## config.mk

```make
export PLATFORM = sky130hd
export DESIGN_NAME = rpmc_top
export DESIGN_NICKNAME = d
export VERILOG_FILES = /design/src/hdl/rpmc_pkg.sv /design/src/hdl/rpmc_div.sv /design/src/hdl/rpmc_top.sv
export SDC_FILE = /design/constraint.sdc
export NUM_CORES = 1
export LEC_CHECK = 0
export BUFFER_PORTS_ARGS = -buffer_cell sky130_fd_sc_hd__buf_4
export CAP_MARGIN = 10
export CORE_MARGIN = 1.5
export CORE_UTILIZATION = 30
export DETAILED_ROUTE_END_ITERATION = 7
export PLACE_DENSITY = 0.45
export SLEW_MARGIN = 10
export SYNTH_ARGS = -nofsm -noshare
export SYNTH_HDL_FRONTEND = slang
export SYNTH_HIERARCHICAL = 1
export SYNTH_SLANG_ARGS = --single-unit
```

## constraint.sdc

```tcl
create_clock -name REF_CLK -period 9.6 [get_ports REF_CLK]
set_input_delay 2.88 -clock REF_CLK [delete_from_list [all_inputs] [get_ports REF_CLK]]
set_output_delay 2.88 -clock REF_CLK [all_outputs]
set_load 0.1 [all_outputs]
```

## src/hdl/rpmc_pkg.sv

```systemverilog
// Constants and types shared by the radio power mode controller.
// Operation
// Fault: safe mode, 250 ms blink, reboot 5 s later.
// Fault condition blocks all radio transmit and receive.
// After fault reboot, come up in readable safe mode.
// Enable pin high with supply gives on state.
// Enable pin low: off, clear volatile settings.
// Light sleep: radio off, serial logic powered.
// Wake on host line change lasting 10 us.
// Send OK within 30 ms; host waits.
// Stay awake until next sleep command.
// Power save studies four good packets, shortest interval.
// Update shortest interval after every good packet.
// Margin equals shortest interval over 8 plus 60.
// Sleep equals interval minus margin minus airtime.
// Overlap is margin plus 100; slot bounds follow.
// Restart study after 100 cycles or missed slot.
// Host uses power save for steady one-way traffic.
// Receive-ready searches sync, then receives data.
// Restart command shuts circuitry, then reboots processor.
// Status pin held low during light sleep.
// Free-running millisecond counter stamps packet starts.
// Safe mode timer starts at entry, requests reset.
package rpmc_pkg;

	localparam int unsigned CLK_HZ = 125_000_000;
	localparam int unsigned HZ_PER_KHZ = 1000;
	localparam int unsigned HZ_PER_MHZ = 1_000_000;
	localparam int unsigned MS_CYC_DFLT = CLK_HZ / HZ_PER_KHZ;

	localparam int unsigned TMS_W = 16;
	localparam logic [TMS_W-1:0] MS_MAX = 16'hffff;

	localparam int unsigned BLINK_MS = 250;
	localparam int unsigned REBOOT_S = 5;
	localparam int unsigned REBOOT_MS = REBOOT_S * HZ_PER_KHZ;
	localparam int unsigned WAKE_PULSE_US = 10;
	localparam int unsigned WAKE_PULSE_CYC =
		(WAKE_PULSE_US * CLK_HZ + HZ_PER_MHZ - 1) / HZ_PER_MHZ;
	localparam int unsigned WAKE_OK_MS = 30;
	localparam int unsigned RESTART_HOLD_CYC = 16;

	localparam int unsigned MARG_SHIFT = 3;
	localparam logic [TMS_W-1:0] MARG_ADD_MS = 16'h003c;
	localparam logic [TMS_W-1:0] OVERLAP_ADD_MS = 16'h0064;
	localparam logic [2:0] STUDY_PKTS = 3'h4;
	localparam logic [6:0] CYCLE_LIMIT = 7'h64;

	typedef enum logic [2:0] {
		ST_OFF = 3'h0,
		ST_ON = 3'h1,
		ST_SLEEP = 3'h3,
		ST_FAULT = 3'h2,
		ST_SAFE = 3'h6,
		ST_RESTART = 3'h4
	} rpmc_state_e;

	typedef struct packed {
		logic radio_power;
		logic rx_search;
		logic rx_data;
		logic tx_active;
	} rpmc_radio_s;

	localparam rpmc_radio_s RADIO_IDLE = 4'h0;

endpackage

```

## src/hdl/rpmc_div.sv

```systemverilog
// Clock divider that produces a one-cycle enable pulse.
`timescale 1ns/1ps
module rpmc_div #(
	parameter int unsigned DIV = 2
) (
	input wire logic clk,
	input wire logic rst_n,
	output logic tick
);
	localparam int unsigned CW = (DIV > 1) ? $clog2(DIV) : 1;
	localparam logic [CW-1:0] LAST = CW'(DIV - 1);

	logic [CW-1:0] cnt;

	always_ff @(posedge clk or negedge rst_n) begin
		if (!rst_n) begin
			cnt <= '0;
		end else if (cnt == LAST) begin
			cnt <= '0;
		end else begin
			cnt <= cnt + CW'(1);
		end
	end

	always_ff @(posedge clk or negedge rst_n) begin
		if (!rst_n) begin
			tick <= 1'b0;
		end else begin
			tick <= (cnt == LAST);
		end
	end
endmodule

```

## src/hdl/rpmc_top.sv

```systemverilog
// Operating and power state controller of the radio module.
`timescale 1ns/1ps
module rpmc_top
	import rpmc_pkg::*;
#(
	parameter int unsigned MS_CYC = MS_CYC_DFLT
) (
	input wire logic REF_CLK,
	input wire logic RST_B,
	input wire logic MODULE_ENABLE_PIN,
	input wire logic HOST_TRANSMIT_LINE,
	input wire logic FAULT_DETECT,
	input wire logic SLEEP_CMD,
	input wire logic RESTART_CMD,
	input wire logic PS_ENABLE,
	input wire logic TX_REQ,
	input wire logic SYNC_FOUND,
	input wire logic RX_DONE,
	input wire logic RX_GOOD,
	input wire logic [TMS_W-1:0] TX_AIRTIME_MS,
	output rpmc_radio_s RADIO,
	output logic SERIAL_POWER,
	output logic STATUS_PIN,
	output logic WAKE_OK,
	output logic FAULT_READABLE,
	output logic CPU_RESET_REQ,
	output logic SETTINGS_CLEAR,
	output logic PKT_LOST,
	output logic [TMS_W-1:0] PS_TMIN_MS
);
	logic rst_meta;
	logic rst_n;
	logic ms_tick;
	rpmc_state_e state;
	rpmc_state_e next_state;
	logic [TMS_W-1:0] ms_now;
	logic [TMS_W-1:0] safe_ms;
	logic [TMS_W-1:0] blink_ms;
	logic blink;
	logic reboot_due;
	logic [4:0] hold_cnt;
	logic restart_done;
	logic line_ref;
	logic [11:0] wake_cnt;
	logic wake;
	logic ok_pend;
	logic [TMS_W-1:0] ok_ms;
	logic rx_busy;
	logic tx_prev;
	logic radio_ok;
	logic ps_run;
	logic [TMS_W-1:0] start_ms;
	logic [TMS_W-1:0] last_start;
	logic have_last;
	logic [TMS_W-1:0] tmin;
	logic [2:0] pkt_cnt;
	logic [6:0] cyc_cnt;
	logic [TMS_W-1:0] sleep_left;
	logic ps_asleep;
	logic study_done;
	logic good_pkt;
	logic [TMS_W-1:0] ival;
	logic [TMS_W-1:0] marg;
	logic [TMS_W-1:0] overlap;
	logic [TMS_W-1:0] t_less_marg;
	logic [TMS_W-1:0] t_sleep;
	logic [TMS_W-1:0] since_last;
	logic slot_missed;
	logic study_restart;

	// Reset leaves through two flops so release is clean in this domain.
	always_ff @(posedge REF_CLK or negedge RST_B) begin
		if (!RST_B) begin
			rst_meta <= 1'b0;
			rst_n <= 1'b0;
		end else begin
			rst_meta <= 1'b1;
			rst_n <= rst_meta;
		end
	end

	rpmc_div #(
		.DIV(MS_CYC)
	) i_rpmc_div (
		.clk(REF_CLK),
		.rst_n(rst_n),
		.tick(ms_tick)
	);

	// Free-running millisecond time base; wraps, differences stay valid.
	always_ff @(posedge REF_CLK or negedge rst_n) begin
		if (!rst_n) begin
			ms_now <= '0;
		end else if (ms_tick) begin
			ms_now <= ms_now + 16'h0001;
		end
	end

	assign reboot_due = (state == ST_FAULT) && ms_tick &&
		(safe_ms == TMS_W'(REBOOT_MS - 1));
	assign restart_done = (state == ST_RESTART) &&
		(hold_cnt == 5'(RESTART_HOLD_CYC - 1));

	always_comb begin
		next_state = state;
		unique case (state)
			ST_OFF: begin
				next_state = ST_ON;
			end
			ST_ON: begin
				if (FAULT_DETECT) begin
					next_state = ST_FAULT;
				end else if (RESTART_CMD) begin
					next_state = ST_RESTART;
				end else if (SLEEP_CMD) begin
					next_state = ST_SLEEP;
				end
			end
			ST_SLEEP: begin
				if (FAULT_DETECT) begin
					next_state = ST_FAULT;
				end else if (wake) begin
					next_state = ST_ON;
				end
			end
			ST_FAULT: begin
				if (reboot_due) begin
					next_state = ST_SAFE;
				end
			end
			ST_SAFE: begin
				if (RESTART_CMD) begin
					next_state = ST_RESTART;
				end
			end
			ST_RESTART: begin
				if (restart_done) begin
					next_state = ST_ON;
				end
			end
			default: begin
				next_state = ST_OFF;
			end
		endcase
		if (!MODULE_ENABLE_PIN) begin
			next_state = ST_OFF;
		end
	end

	always_ff @(posedge REF_CLK or negedge rst_n) begin
		if (!rst_n) begin
			state <= ST_OFF;
		end else begin
			state <= next_state;
		end
	end

	// Reboot timer starts from zero at fault state entry.
	always_ff @(posedge REF_CLK or negedge rst_n) begin
		if (!rst_n) begin
			safe_ms <= '0;
		end else if (state != ST_FAULT) begin
			safe_ms <= '0;
		end else if (ms_tick) begin
			safe_ms <= safe_ms + 16'h0001;
		end
	end

	always_ff @(posedge REF_CLK or negedge rst_n) begin
		if (!rst_n) begin
			blink_ms <= '0;
			blink <= 1'b1;
		end else if (state != ST_FAULT && state != ST_SAFE) begin
			blink_ms <= '0;
			blink <= 1'b1;
		end else if (ms_tick) begin
			if (blink_ms == TMS_W'(BLINK_MS - 1)) begin
				blink_ms <= '0;
				blink <= !blink;
			end else begin
				blink_ms <= blink_ms + 16'h0001;
			end
		end
	end

	always_ff @(posedge REF_CLK or negedge rst_n) begin
		if (!rst_n) begin
			hold_cnt <= '0;
		end else if (state != ST_RESTART) begin
			hold_cnt <= '0;
		end else begin
			hold_cnt <= hold_cnt + 5'h01;
		end
	end

	always_ff @(posedge REF_CLK or negedge rst_n) begin
		if (!rst_n) begin
			CPU_RESET_REQ <= 1'b0;
		end else begin
			CPU_RESET_REQ <= reboot_due || restart_done;
		end
	end

	// Any level held away from the sleep-entry level for 10 us wakes us.
	always_ff @(posedge REF_CLK or negedge rst_n) begin
		if (!rst_n) begin
			line_ref <= 1'b1;
		end else if (state != ST_SLEEP) begin
			line_ref <= HOST_TRANSMIT_LINE;
		end
	end

	always_ff @(posedge REF_CLK or negedge rst_n) begin
		if (!rst_n) begin
			wake_cnt <= '0;
		end else if (state != ST_SLEEP || HOST_TRANSMIT_LINE == line_ref) begin
			wake_cnt <= '0;
		end else if (!wake) begin
			wake_cnt <= wake_cnt + 12'h001;
		end
	end

	assign wake = (state == ST_SLEEP) && (HOST_TRANSMIT_LINE != line_ref) &&
		(wake_cnt == 12'(WAKE_PULSE_CYC - 1));

	// OK goes out one millisecond early so it lands inside the window.
	always_ff @(posedge REF_CLK or negedge rst_n) begin
		if (!rst_n) begin
			ok_pend <= 1'b0;
			ok_ms <= '0;
			WAKE_OK <= 1'b0;
		end else begin
			WAKE_OK <= 1'b0;
			if (wake) begin
				ok_pend <= 1'b1;
				ok_ms <= '0;
			end else if (ok_pend && state != ST_ON) begin
				ok_pend <= 1'b0;
			end else if (ok_pend && ms_tick) begin
				if (ok_ms == TMS_W'(WAKE_OK_MS - 2)) begin
					ok_pend <= 1'b0;
					WAKE_OK <= 1'b1;
				end else begin
					ok_ms <= ok_ms + 16'h0001;
				end
			end
		end
	end

	assign radio_ok = (state == ST_ON) && !ps_asleep;

	always_ff @(posedge REF_CLK or negedge rst_n) begin
		if (!rst_n) begin
			rx_busy <= 1'b0;
		end else if (!radio_ok || RX_DONE) begin
			rx_busy <= 1'b0;
		end else if (SYNC_FOUND && !TX_REQ) begin
			rx_busy <= 1'b1;
		end
	end

	always_ff @(posedge REF_CLK or negedge rst_n) begin
		if (!rst_n) begin
			RADIO <= RADIO_IDLE;
		end else begin
			RADIO.radio_power <= radio_ok;
			RADIO.tx_active <= radio_ok && TX_REQ;
			RADIO.rx_data <= radio_ok && !TX_REQ && rx_busy;
			RADIO.rx_search <= radio_ok && !TX_REQ && !rx_busy;
		end
	end

	always_ff @(posedge REF_CLK or negedge rst_n) begin
		if (!rst_n) begin
			SERIAL_POWER <= 1'b0;
			FAULT_READABLE <= 1'b0;
			SETTINGS_CLEAR <= 1'b1;
		end else begin
			SERIAL_POWER <= (state != ST_OFF) && (state != ST_RESTART);
			FAULT_READABLE <= (state == ST_SAFE);
			SETTINGS_CLEAR <= (state == ST_OFF);
		end
	end

	always_ff @(posedge REF_CLK or negedge rst_n) begin
		if (!rst_n) begin
			tx_prev <= 1'b0;
		end else begin
			tx_prev <= RADIO.tx_active;
		end
	end

	always_ff @(posedge REF_CLK or negedge rst_n) begin
		if (!rst_n) begin
			STATUS_PIN <= 1'b0;
		end else if (state == ST_FAULT || state == ST_SAFE) begin
			STATUS_PIN <= blink;
		end else if (state != ST_ON) begin
			STATUS_PIN <= 1'b0;
		end else if (RADIO.tx_active) begin
			if (!tx_prev) begin
				STATUS_PIN <= !STATUS_PIN;
			end
		end else begin
			STATUS_PIN <= !RADIO.rx_data;
		end
	end

	// Power save: interval study and sleep/wake timing.
	assign ps_run = PS_ENABLE && (state == ST_ON);
	assign good_pkt = ps_run && RX_DONE && RX_GOOD;
	assign study_done = (pkt_cnt == STUDY_PKTS);
	assign ps_asleep = (sleep_left != '0);
	assign ival = start_ms - last_start;
	assign marg = (tmin >> MARG_SHIFT) + MARG_ADD_MS;
	assign overlap = marg + OVERLAP_ADD_MS;
	assign t_less_marg = (tmin > marg) ? tmin - marg : '0;
	assign t_sleep = (t_less_marg > TX_AIRTIME_MS) ?
		t_less_marg - TX_AIRTIME_MS : '0;
	assign since_last = ms_now - last_start;
	assign slot_missed = ps_run && study_done && !rx_busy &&
		(since_last > tmin + overlap);
	assign study_restart = slot_missed ||
		(good_pkt && study_done && cyc_cnt == CYCLE_LIMIT - 7'h01);

	always_ff @(posedge REF_CLK or negedge rst_n) begin
		if (!rst_n) begin
			start_ms <= '0;
		end else if (radio_ok && SYNC_FOUND && !rx_busy) begin
			start_ms <= ms_now;
		end
	end

	always_ff @(posedge REF_CLK or negedge rst_n) begin
		if (!rst_n) begin
			tmin <= MS_MAX;
			pkt_cnt <= '0;
			have_last <= 1'b0;
			last_start <= '0;
		end else if (!ps_run || study_restart) begin
			tmin <= MS_MAX;
			pkt_cnt <= '0;
			have_last <= 1'b0;
		end else if (good_pkt) begin
			last_start <= start_ms;
			have_last <= 1'b1;
			if (have_last && ival < tmin) begin
				tmin <= ival;
			end
			if (!study_done) begin
				pkt_cnt <= pkt_cnt + 3'h1;
			end
		end
	end

	always_ff @(posedge REF_CLK or negedge rst_n) begin
		if (!rst_n) begin
			cyc_cnt <= '0;
			sleep_left <= '0;
		end else if (!ps_run || study_restart) begin
			cyc_cnt <= '0;
			sleep_left <= '0;
		end else if (good_pkt && study_done) begin
			cyc_cnt <= cyc_cnt + 7'h01;
			sleep_left <= t_sleep;
		end else if (ms_tick && ps_asleep) begin
			sleep_left <= sleep_left - 16'h0001;
		end
	end

	always_ff @(posedge REF_CLK or negedge rst_n) begin
		if (!rst_n) begin
			PKT_LOST <= 1'b0;
			PS_TMIN_MS <= MS_MAX;
		end else begin
			PKT_LOST <= slot_missed;
			PS_TMIN_MS <= tmin;
		end
	end
endmodule

```

==> impl_metrics.toml, run 1 <==
[status]
outcome = "finished, violations left"
violations = "DRC"

[placed_design]
dp_hpwl_um = 26800
io_buffers = 54
dp.cells = 2167
place_ws_ns = 3.59
globalplace.congestion = 0.818

[final_layout]
fin_cells = 2217
seq_area_um2 = 5330
layout_common_cells = "nor2_1 (180), dfrtp_1 (175), ha_1 (136)"
fillers = 4776
antenna_cells = 0
final_common_cell = "nor2_1"
nets = 1758
multi_input_area_um2 = 8330
layout-drive-gt1-share_pct = 12.0
syn2layout_area_growth_pct = 14.6

[sta]
final-max-slew-violation-count = 0
hold-worst-slack_ns = 0.349
rsz0062_at_grt = "false"
fin_crit_sh_pct = 62.5
slew_headroom_pct = 31.2
setup_viol = 0
max_freq_mhz = 167
min_period_ns = 6.00
worst_pin_slew_ns = 1.03
clock_skew_ns = 0.0120
hold_viol = 0
fin_ws_ns = 3.60
timing.setup.tns_ns = 0

[power_and_ir_drop]
power_frac_seq_pct = 40.3
p_leak_nw = 7.48
p_switching_w = 0.000620
peakVddDrop_mv = 0.106
p_per_area_nw_per_um2 = 141
combPwrFrac_pct = 11.8
power_w = 0.00229
p_sw_share_pct = 27.0
p_int_w = 0.00167
clkPwrFrac_pct = 47.9

[logic_synthesis]
synthArstFlopShare_pct = 100
synth_top_flop_cell = "dfrtp_1"
synth_simple_gate_area_share_pct = 19.8
yosysWarnings = 6
synthMuxAreaShare_pct = 3.33
synth_xor_area_share_pct = 9.87
synth_compound_area_share_pct = 12.9
synth.cell_area_um2 = 14200
synth_fa_ha_area_share_pct = 12.7
synth_area_leaders = "dfrtp_1 (31%), ha_1 (12%), dfstp_2 (6.5%)"
syn_avg_cell_area_um2 = 9.29
synth_top_family_by_area = "simple AND/OR/NAND/NOR gates"
ys_seq_area_share_pct = 37.5
synthCells = 1529
synth_edf_count = 0
synth_top_area_share_pct = 31.0
ys_seq_elements = 211
synth.distinct_cells = 82
synth_area_leader_cell = "dfrtp_1"
syn-num-nets = 1698

[detailed_routing]
ant_nets = 0
route.detailed.drc = 6
drtIter0Drc = 714
firstDrtPassIters = 7
wl_um = 35800
via_per_inst = 4.95
num_vias = 11000
avgRoutedWirePerCell_um = 16.2

[global_routing]
grtUsageTotal_pct = 15.1
grt_pass1_vias = 11100
gr-total-overflow = 0
grt_max_degree = 160
antenna_found_initial = 0
grt_pass1_wl_um = 59000

[clocking]
clk_pin_slew_ns = 0.06
post_cts_buffers = 0
cts_buffers = 27
cts-root-buf = "clkbuf_16"
ctsResizeCount = 0
htree_levels = 1
clk_latency_ns = 0.56
cts_sinks = 211
cts_tree = "yes"
postCtsHoldBufs = 0
clk_path_buf_depth = 3

[critical_path]
timing_worst_setup_path_type = "reg2reg"
required_ns = 10.04
worstSetupStartpointType = "flop"
end_kind = "flop"
critical_path.max_fanout = 22
crit_arrival_ns = 6.44

[floorplanning]
num_io_pins = 55
die_w_um = 221
fp.dieArea_um2 = 48600
die_h_um = 221
row_count = 79
coreArea_um2 = 46700
start_util_pct = 30.4

[job]
max_cap_violations = 0

[min_path]
min_path_type = "reg2reg"
[synthesized netlist by cell type (9+ instances only)]
cell type	instances
a211oi_1	14
a21o_1	13
a21oi_1	70
and3_1	29
clkbuf_1	18
dfrtp_1	176
dfstp_2	35
ha_1	136
inv_1	110
mux2_1	10
mux2_2	24
mux2i_1	9
nand2_1	95
nand2b_1	21
nand3_1	61
nand4_1	33
nor2_1	180
nor2b_1	17
nor3_1	32
nor4_1	22
o211ai_1	12
o21a_1	15
o21ai_0	74
o31ai_1	10
or3_1	10
xnor2_1	80
xor2_1	80
[cell type report]
type,count,share of cell area (%)
clock buffer,36,4.79
clock inverter,14,1.21
inverter,111,2.56
multi-input combinational,1178,51.2
sequential,211,32.7
tap,607,4.67
timing repair buffer,60,2.85
[sequential cells by signal (all words and copies together), names as in the netlist, 3 cells and up]
| signal | flops |
|---|---|
| start_ms | 16 |
| ms_now | 16 |
| i_rpmc_div/cnt | 17 |
| cyc_cnt | 7 |
| state | 3 |
| tmin | 16 |
| safe_ms | 16 |
| blink_ms | 16 |
| last_start | 16 |
| ok_ms | 16 |
| wake_cnt | 12 |
| hold_cnt | 5 |
| RADIO | 4 |
| pkt_cnt | 3 |
| PS_TMIN_MS | 16 |
| sleep_left | 16 |
[power by group through the flow]
stage,registers [W],clock network (W),logic (W)
after global routing,0.000927,0.00117,0.000300
after CTS,0.000925,0.00114,0.000277
after floorplan,0.000986,0,0.000152
after detailed placement,0.000941,0,0.000276
final,0.000925,0.00110,0.000271
after global placement,0.000941,0,0.000275
[worst paths after layout]
kind	from	to	slack, ns	depth (start not counted)
worst min-delay path	rst_meta	rst_n	0.35	0
worst max-delay path	tmin[5]	last_start[11]	3.60	22
worst min register to register	rst_meta	rst_n	0.35	0
worst max register to register	tmin[5]	last_start[11]	3.60	22
max in group asynchronous	RST_B	rst_n	7.41	1
min in group asynchronous	rst_n	i_rpmc_div/cnt[10]	0.38	0
[stage by stage]
step / util (%) / cell area, um2
after global routing: 34.9 / 16300
after CTS: 34.9 / 16300
after floorplan: - / 14200
after detailed placement: 32.8 / 15300
final: 34.9 / 16300
after global placement: 32.8 / 15300
[kinds of logic (layout without fill, tap and decap cells)]
kind of cell	after synthesis	in the layout
xor gates and xnor gates	160	160
DFF	211	211
other	1	1
AOI/OAI and AO/OA	284	284
muxes	43	43
adders and majority gates	141	141
buffers and inverters	140	221
and+or+nand+nor	549	549
[layer usage]
layer | GRT usage (%) | up-vias | wire length, um
met2 | 25.0 | 120 | 16700
met1 | 20.6 | 5294 | 17300
met4 | 4.39 | 0 | 818
met3 | 1.79 | 45 | 969
li1 | - | 5515 | -
met5 | 0 | - | 0
[worst max-delay path, stage by stage (launching register included)]
cell       delay, ns
dfstp_2         0.61
inv_1           0.11
ha_1            0.24
nand3_1         0.12
and3_1          0.22
xnor2_1         0.17
ha_1            0.38
ha_1            0.40
and2_1          0.16
o21ai_0         0.14
o31ai_1         0.13
o41ai_1         0.46
o21bai_1        0.11
a21oi_1         0.19
xor2_1          0.09
ha_1            0.30
nand4_1         0.17
nor4_1          0.40
a2111oi_0       0.18
o41a_2          0.18
a211o_4         0.41
nor2_8          0.31
mux2_2          0.38
(Power assumes the default switching activity.)
==> run 2: changes to the inputs <==
- ABC_AREA: not set -> 1
- PLACE_DENSITY: 0.45 -> 0.46
- clock period: 9.6 -> 5.1 ns (I/O delays scaled with it)
==> run 2 against run 1 <==
Effect of this change:
- the flow now finishes without violations
- sequential share of layout area decreased by 3.3 points
- clock power increased by 85%
- flip-flop and latch count unchanged
- critical path type unchanged
- clock-buffer cell count decreased by 6
- synthesized cell count increased by 40%
- setup slack got worse by 3.2 ns
- register-to-register slack got worse by 3.2 ns
- non-clock buffer count increased by 42
- worst hold slack about the same
- cell count increased by 33%
- utilization increased by 0.43 points
- die area increased by 9.2%
==> impl_metrics.toml, run 2 <==
[final_layout]
layout-drive-gt1-share_pct = 10.1
antenna_cells = 0
largest_reg_flops = 17
final_common_cell = "nand2_1"
largest-register = "i_rpmc_div/cnt"
finish.utilization_pct = 35.3
fin_area_um2 = 18100
nets = 2421
layout_common_cells = "nand2_1 (521), inv_1 (351), nor2_1 (203)"
syn2layout_area_growth_pct = 16.4

[sta]
clock_skew_ns = 0.0333
worst_pin_slew_ns = 0.886
min_period_ns = 4.75
final-max-slew-violation-count = 0
hold_viol = 0
slew_headroom_pct = 40.9
fin_crit_sh_pct = 93.1
setup_viol = 0
fin_ws_ns = 0.352
max_freq_mhz = 211

[critical_path]
reg2reg_slack_ns = 0.35
critical_path.max_fanout = 17
required_ns = 5.54
worstSetupStartpointType = "flop"
worstRegToRegCells = 26
timing_worst_setup_path_type = "reg2reg"
end_kind = "flop"
startpoint = "tmin[5]"
rr_startpoint = "tmin[5]"
crit_arrival_ns = 5.19
r2r-end = "last_start[11]"

[global_routing]
grtUsageTotal_pct = 15.4
antenna_found_initial = 0
grt_pass1_vias = 13300
grt_pass1_wl_um = 67800
grt_max_degree = 78
gr-total-overflow = 0

[floorplanning]
die_w_um = 230
coreArea_um2 = 51200
row_count = 83
fp.dieArea_um2 = 53100
start_util_pct = 30.3
num_io_pins = 55
die_h_um = 230

[power_and_ir_drop]
p_int_w = 0.00668
p_per_area_nw_per_um2 = 755
combPwrFrac_pct = 70.1
peakVddDrop_mv = 0.431
power_frac_seq_pct = 15.0
p_sw_share_pct = 51.1
p_leak_nw = 9.23
p_switching_w = 0.00697
clkPwrFrac_pct = 15.0

[min_path]
min_to = "rst_n"
whs_path_depth = 0
min_path_type = "reg2reg"
hp-start = "rst_meta"

[placed_design]
placed_cell_area_um2 = 17000
dp_hpwl_um = 32000
globalplace.congestion = 0.879
io_buffers = 54
place_ws_ns = 0.104

[clocking]
cts_sinks = 211
clk_path_buf_depth = 3
cts_tree = "yes"
htree_levels = 1
cts-root-buf = "clkbuf_16"
postCtsHoldBufs = 0
clk_pin_slew_ns = 0.06
cts_buffers = 26
clk_latency_ns = 0.58

[logic_synthesis]
synth_fa_ha_area_share_pct = 11.6
synth.cell_area_um2 = 15500
yosysWarnings = 6
synthTopCellsByCount = "nand2_1 (521), inv_1 (351), nor2_1 (203), dfrtp_1 (176), nand3_1 (157)"
synth_compound_area_share_pct = 9.46
synthCells = 2147
synth_edf_count = 0
synthArstFlopShare_pct = 100
synthMuxAreaShare_pct = 0.0645
synth_top_area_share_pct = 28.4
synth.distinct_cells = 49
synth_most_common_cell = "nand2_1"
synth_area_leaders = "dfrtp_1 (28%), nand2_1 (13%), ha_1 (11%)"
synth_simple_gate_area_share_pct = 28.8
synth_top_flop_cell = "dfrtp_1"
ys_seq_area_share_pct = 34.3
syn-num-nets = 2316
synth_area_leader_cell = "dfrtp_1"
synth_top_family_by_area = "simple AND/OR/NAND/NOR gates"
syn_avg_cell_area_um2 = 7.23
synth_xor_area_share_pct = 6.15
ys_seq_elements = 211

[status]
outcome = "finished clean"

[detailed_routing]
avgRoutedWirePerCell_um = 13.9
ant_nets = 0
drtIter0Drc = 719
route.detailed.drc = 0
firstDrtPassIters = 5
via_per_inst = 4.62
num_vias = 13600
wl_um = 40900

[job]
max_cap_violations = 0
[run 2: cell types whose count changed after synthesis, sizes merged, moves of 33 or more]
cell	delta
nand2	+435
inv	+246
nand3	+98
xnor2	-60
a21oi	+50
mux2	-34
nor2	+33
[run 2: critical path, stage by stage, from the launching register on]
cell and delay [ns]:
dfstp_2 0.56, inv_1 0.08, ha_1 0.23, xnor2_1 0.18
inv_1 0.06, ha_1 0.36, ha_1 0.37, a21oi_1 0.15
o21ai_0 0.20, a21oi_1 0.31, inv_1 0.09, nand2_1 0.07
nand2_1 0.07, nand2_1 0.06, nand2_1 0.05, xor2_1 0.15
ha_1 0.30, nand2_1 0.05, nor2_1 0.13, nand4_1 0.11
nor2_1 0.10, nor2_1 0.05, nand2_2 0.17, nand2_8 0.15
nor2_4 0.26, clkbuf_16 0.22, o21ai_1 0.07
[run 2: how the worst max path moves through the flow]
stage                     endpoint  slack (ns)  cells past startpoint
floorplan            sleep_left[7]        0.72                     27
global placement          tmin[10]        0.22                     28
detailed placement   sleep_left[4]        0.10                     26
CTS                       tmin[10]        0.09                     28
global route         last_start[4]       -0.01                     26
finish              last_start[11]        0.35                     26
[run 2: repair_timing]
item,4_1_cts,5_1_grt
gates resized for setup,0,12
buffers inserted,0,4
endpoints found under the setup margin,0,58
[run 2: stage by stage]
stage	power, W	setup TNS [ns]	cells	hold WS (ns)
4_1_cts	0.0137	0	2947	0.350
6_report	0.0136	0	2952	0.349
3_3_place_gp	0.0115	0	2899	0.340
5_1_grt	0.0151	-0.0612	2952	0.361
2_1_floorplan	0.00870	0	2147	0.331
3_5_place_dp	0.0115	0	2899	0.336
[run 2: logic make-up (layout without fill, tap and decap cells)]
group / Yosys count / count (layout)
other: 1 / 1
AOI/OAI and AO/OA: 268 / 268
adders and majority gates: 141 / 141
muxes: 1 / 1
buffers and inverters: 382 / 507
xor gates and xnor gates: 109 / 109
and+or+nand+nor: 1034 / 1034
DFF: 211 / 211
[run 2: power groups by stage]
stage	Sequential, W	Combinational (W)	Clock [W]
2_1_floorplan	0.00247	0.00623	0
3_3_place_gp	0.00207	0.00947	0
3_5_place_dp	0.00207	0.00944	0
4_1_cts	0.00204	0.00951	0.00212
5_1_grt	0.00207	0.0108	0.00219
6_report	0.00204	0.00956	0.00204
[run 2: area by class of cell]
| class | instances | area (um2) |
|---|---|---|
| Timing Repair Buffer | 102 | 833 |
| Sequential cell | 211 | 5330 |
| Tap cell | 680 | 851 |
| Fill cell | 5388 | 33100 |
| Multi-Input combinational cell | 1554 | 8770 |
| Clock buffer | 30 | 696 |
| Clock inverter | 18 | 259 |
| Inverter | 357 | 1340 |
[run 2: metal layers]
metal  GRT usage [%]  routed length (um)
met1            21.5               20300
met2            25.0               18400
met4            4.84                1120
met3            1.69                1140
met5               0                   0
==> run 3: changes to the inputs <==
- ABC_AREA: 1 -> not set
- CORE_MARGIN: 1.5 -> not set
==> run 3 against run 2 <==
Effect of this change:
- the flow now finishes with violations (DRC, setup timing)
- critical endpoint is now last_start[3]
- worst hold slack hardly changed
- clock-buffer cell count is 11 higher
- sequential share of layout area is 0.98 points higher
- non-clock buffer count is 87 higher
- via count is 16% lower
- setup slack worse by 0.50 ns
==> impl_metrics.toml, run 3 (synthesis gave the netlist of run 1 again) <==
[critical_path]
crit_arrival_ns = 5.69
end_kind = "flop"
cpLargestDelayFamily = "compound AO/OA/AOI/OAI gates"
reg2reg_slack_ns = -0.15
crit_path_frequent_cell = "ha_4"
required_ns = 5.54
critical_path.max_fanout = 8
worstSetupStartpointType = "flop"
path_cells = "inv_2 > ha_4 > inv_2 > ha_4 > ha_4 > nor2b_4 > o31a_1 > o41a_1 > a41o_1 > or4_4 > and3_4 > a311oi_2 > ha_1 > nand4_1 > nor4_2 > a21boi_1 > o41a_2 > a211o_4 > nor2_8 > buf_12 > mux2_1"
crit_buf_inv = 3
timing_worst_setup_path_type = "reg2reg"
slowest_stage = "dfstp_2"
max_stage_delay_ns = 0.56

[floorplanning]
coreArea_um2 = 46700
start_util_pct = 30.4
die_h_um = 220
row_count = 79
fp.dieArea_um2 = 48200
die_w_um = 220
num_io_pins = 55

[global_routing]
antenna_found_initial = 0
grt_max_degree = 87
grt_pass1_wl_um = 61900
grtUsageTotal_pct = 16.0
gr-total-overflow = 0
grt_pass1_vias = 11600

[job]
max_cap_violations = 0

[clocking]
clk_latency_ns = 0.57
cts_tree = "yes"
clk_pin_slew_ns = 0.06
cts_sinks = 211
clk_path_buf_depth = 3
cts-root-buf = "clkbuf_16"
cts_buffers = 27
htree_levels = 1

[final_layout]
layout-drive-gt1-share_pct = 20.4
nets = 1887
antenna_cells = 0
finish.utilization_pct = 37.5
fin_cells = 2346
largest_reg_flops = 17
final_common_cell = "nor2_1"
syn2layout_area_growth_pct = 23.2
largest-register = "i_rpmc_div/cnt"
layout_common_cells = "nor2_1 (180), buf_4 (179), dfrtp_1 (175)"
fillers = 4718

[placed_design]
globalplace.congestion = 0.860
io_buffers = 54
dp.cells = 2279
dp_hpwl_um = 28700

[detailed_routing]
via_per_inst = 4.91
top_layer = "met4"
routed-wl-met2_um = 17800
route.layer.met1.wl_um = 18000
drtIter0Drc = 603
firstDrtPassIters = 7
route.detailed.drc = 8
wl_um = 37700
num_vias = 11500
ant_nets = 0
wl_met3_um = 1110
avgRoutedWirePerCell_um = 16.1

[power_and_ir_drop]
p_per_area_nw_per_um2 = 242
p_leak_nw = 8.14
peakVddDrop_mv = 0.278

[sta]
clock_skew_ns = 0.0170
fin_crit_sh_pct = 103
final-max-slew-violation-count = 0
slew_headroom_pct = 29.5
fin_ws_ns = -0.152
setup_viol = 18
worst_pin_slew_ns = 1.05
rsz0062_at_grt = "true"
max_freq_mhz = 190
min_period_ns = 5.25
hold_viol = 0

[min_path]
min_path_type = "reg2reg"

[status]
violations = "DRC, setup timing"
outcome = "finished, violations left"
run 3: worst paths after layout:
check | start | to | cells past startpoint
worst max register to register | tmin[6] | last_start[3] | 21
worst max-delay path | tmin[6] | last_start[3] | 21
worst min register to register | rst_meta | rst_n | 0
max in group asynchronous | rst_n | hold_cnt[0] | 1
worst min-delay path | rst_meta | rst_n | 0
min in group asynchronous | rst_n | i_rpmc_div/cnt[15] | 0
run 3: metal layers:
layer	track usage [%]	vias to the layer above
met5	0	-
met4	4.12	0
met3	1.79	47
met1	21.8	5542
met2	26.8	134
li1	-	5790
run 3: layout make-up:
| type | count | area, um2 | share of cell area, % |
|---|---|---|---|
| clock buffer | 41 | 778 | 4.45 |
| clock inverter | 9 | 123 | 0.701 |
| inverter | 111 | 417 | 2.38 |
| multi-input combinational | 1178 | 8570 | 49.0 |
| sequential | 211 | 5330 | 30.5 |
| tap | 607 | 759 | 4.34 |
| timing repair buffer | 189 | 1520 | 8.67 |
run 3: repair_timing:
action,CTS,global route
pin swaps,11,6
buffers inserted,10,6
hold buffers,0,0
resized for setup,33,8
cloned,1,0
setup endpoints to repair,44,59
run 3: per-stage QoR:
stage | setup slack [ns] | hold WS, ns | TNS (ns) | power, W | instance area [um2]
2_1_floorplan | -0.0214 | 0.331 | -0.192 | 0.00214 | 14300
4_1_cts | -0.182 | 0.351 | -2.55 | 0.00433 | 17400
6_report | -0.152 | 0.349 | -2.07 | 0.00423 | 17500
3_3_place_gp | -0.113 | 0.337 | -1.65 | 0.00231 | 16300
3_5_place_dp | -0.214 | 0.337 | -4.57 | 0.00232 | 16300
5_1_grt | -0.330 | 0.358 | -10.53 | 0.00443 | 17500
run 3: worst reg2reg max path, delay by kind of cell, from the launching register on:
family,cells,cell delay [ns]
compound gates,7,1.87
buf+inv,3,0.26
mux,1,0.32
fa+ha+maj,4,1.02
flops,1,0.56
simple gates,6,1.09
run 3: power by group:
| group | switching (W) | internal (W) | total, W |
|---|---|---|---|
| Combinational | 0.000354 | 0.000194 | 0.000548 |
| Sequential | 0.0000376 | 0.00171 | 0.00174 |
| Clock | 0.000778 | 0.00116 | 0.00194 |
| Total | 0.00117 | 0.00306 | 0.00423 |
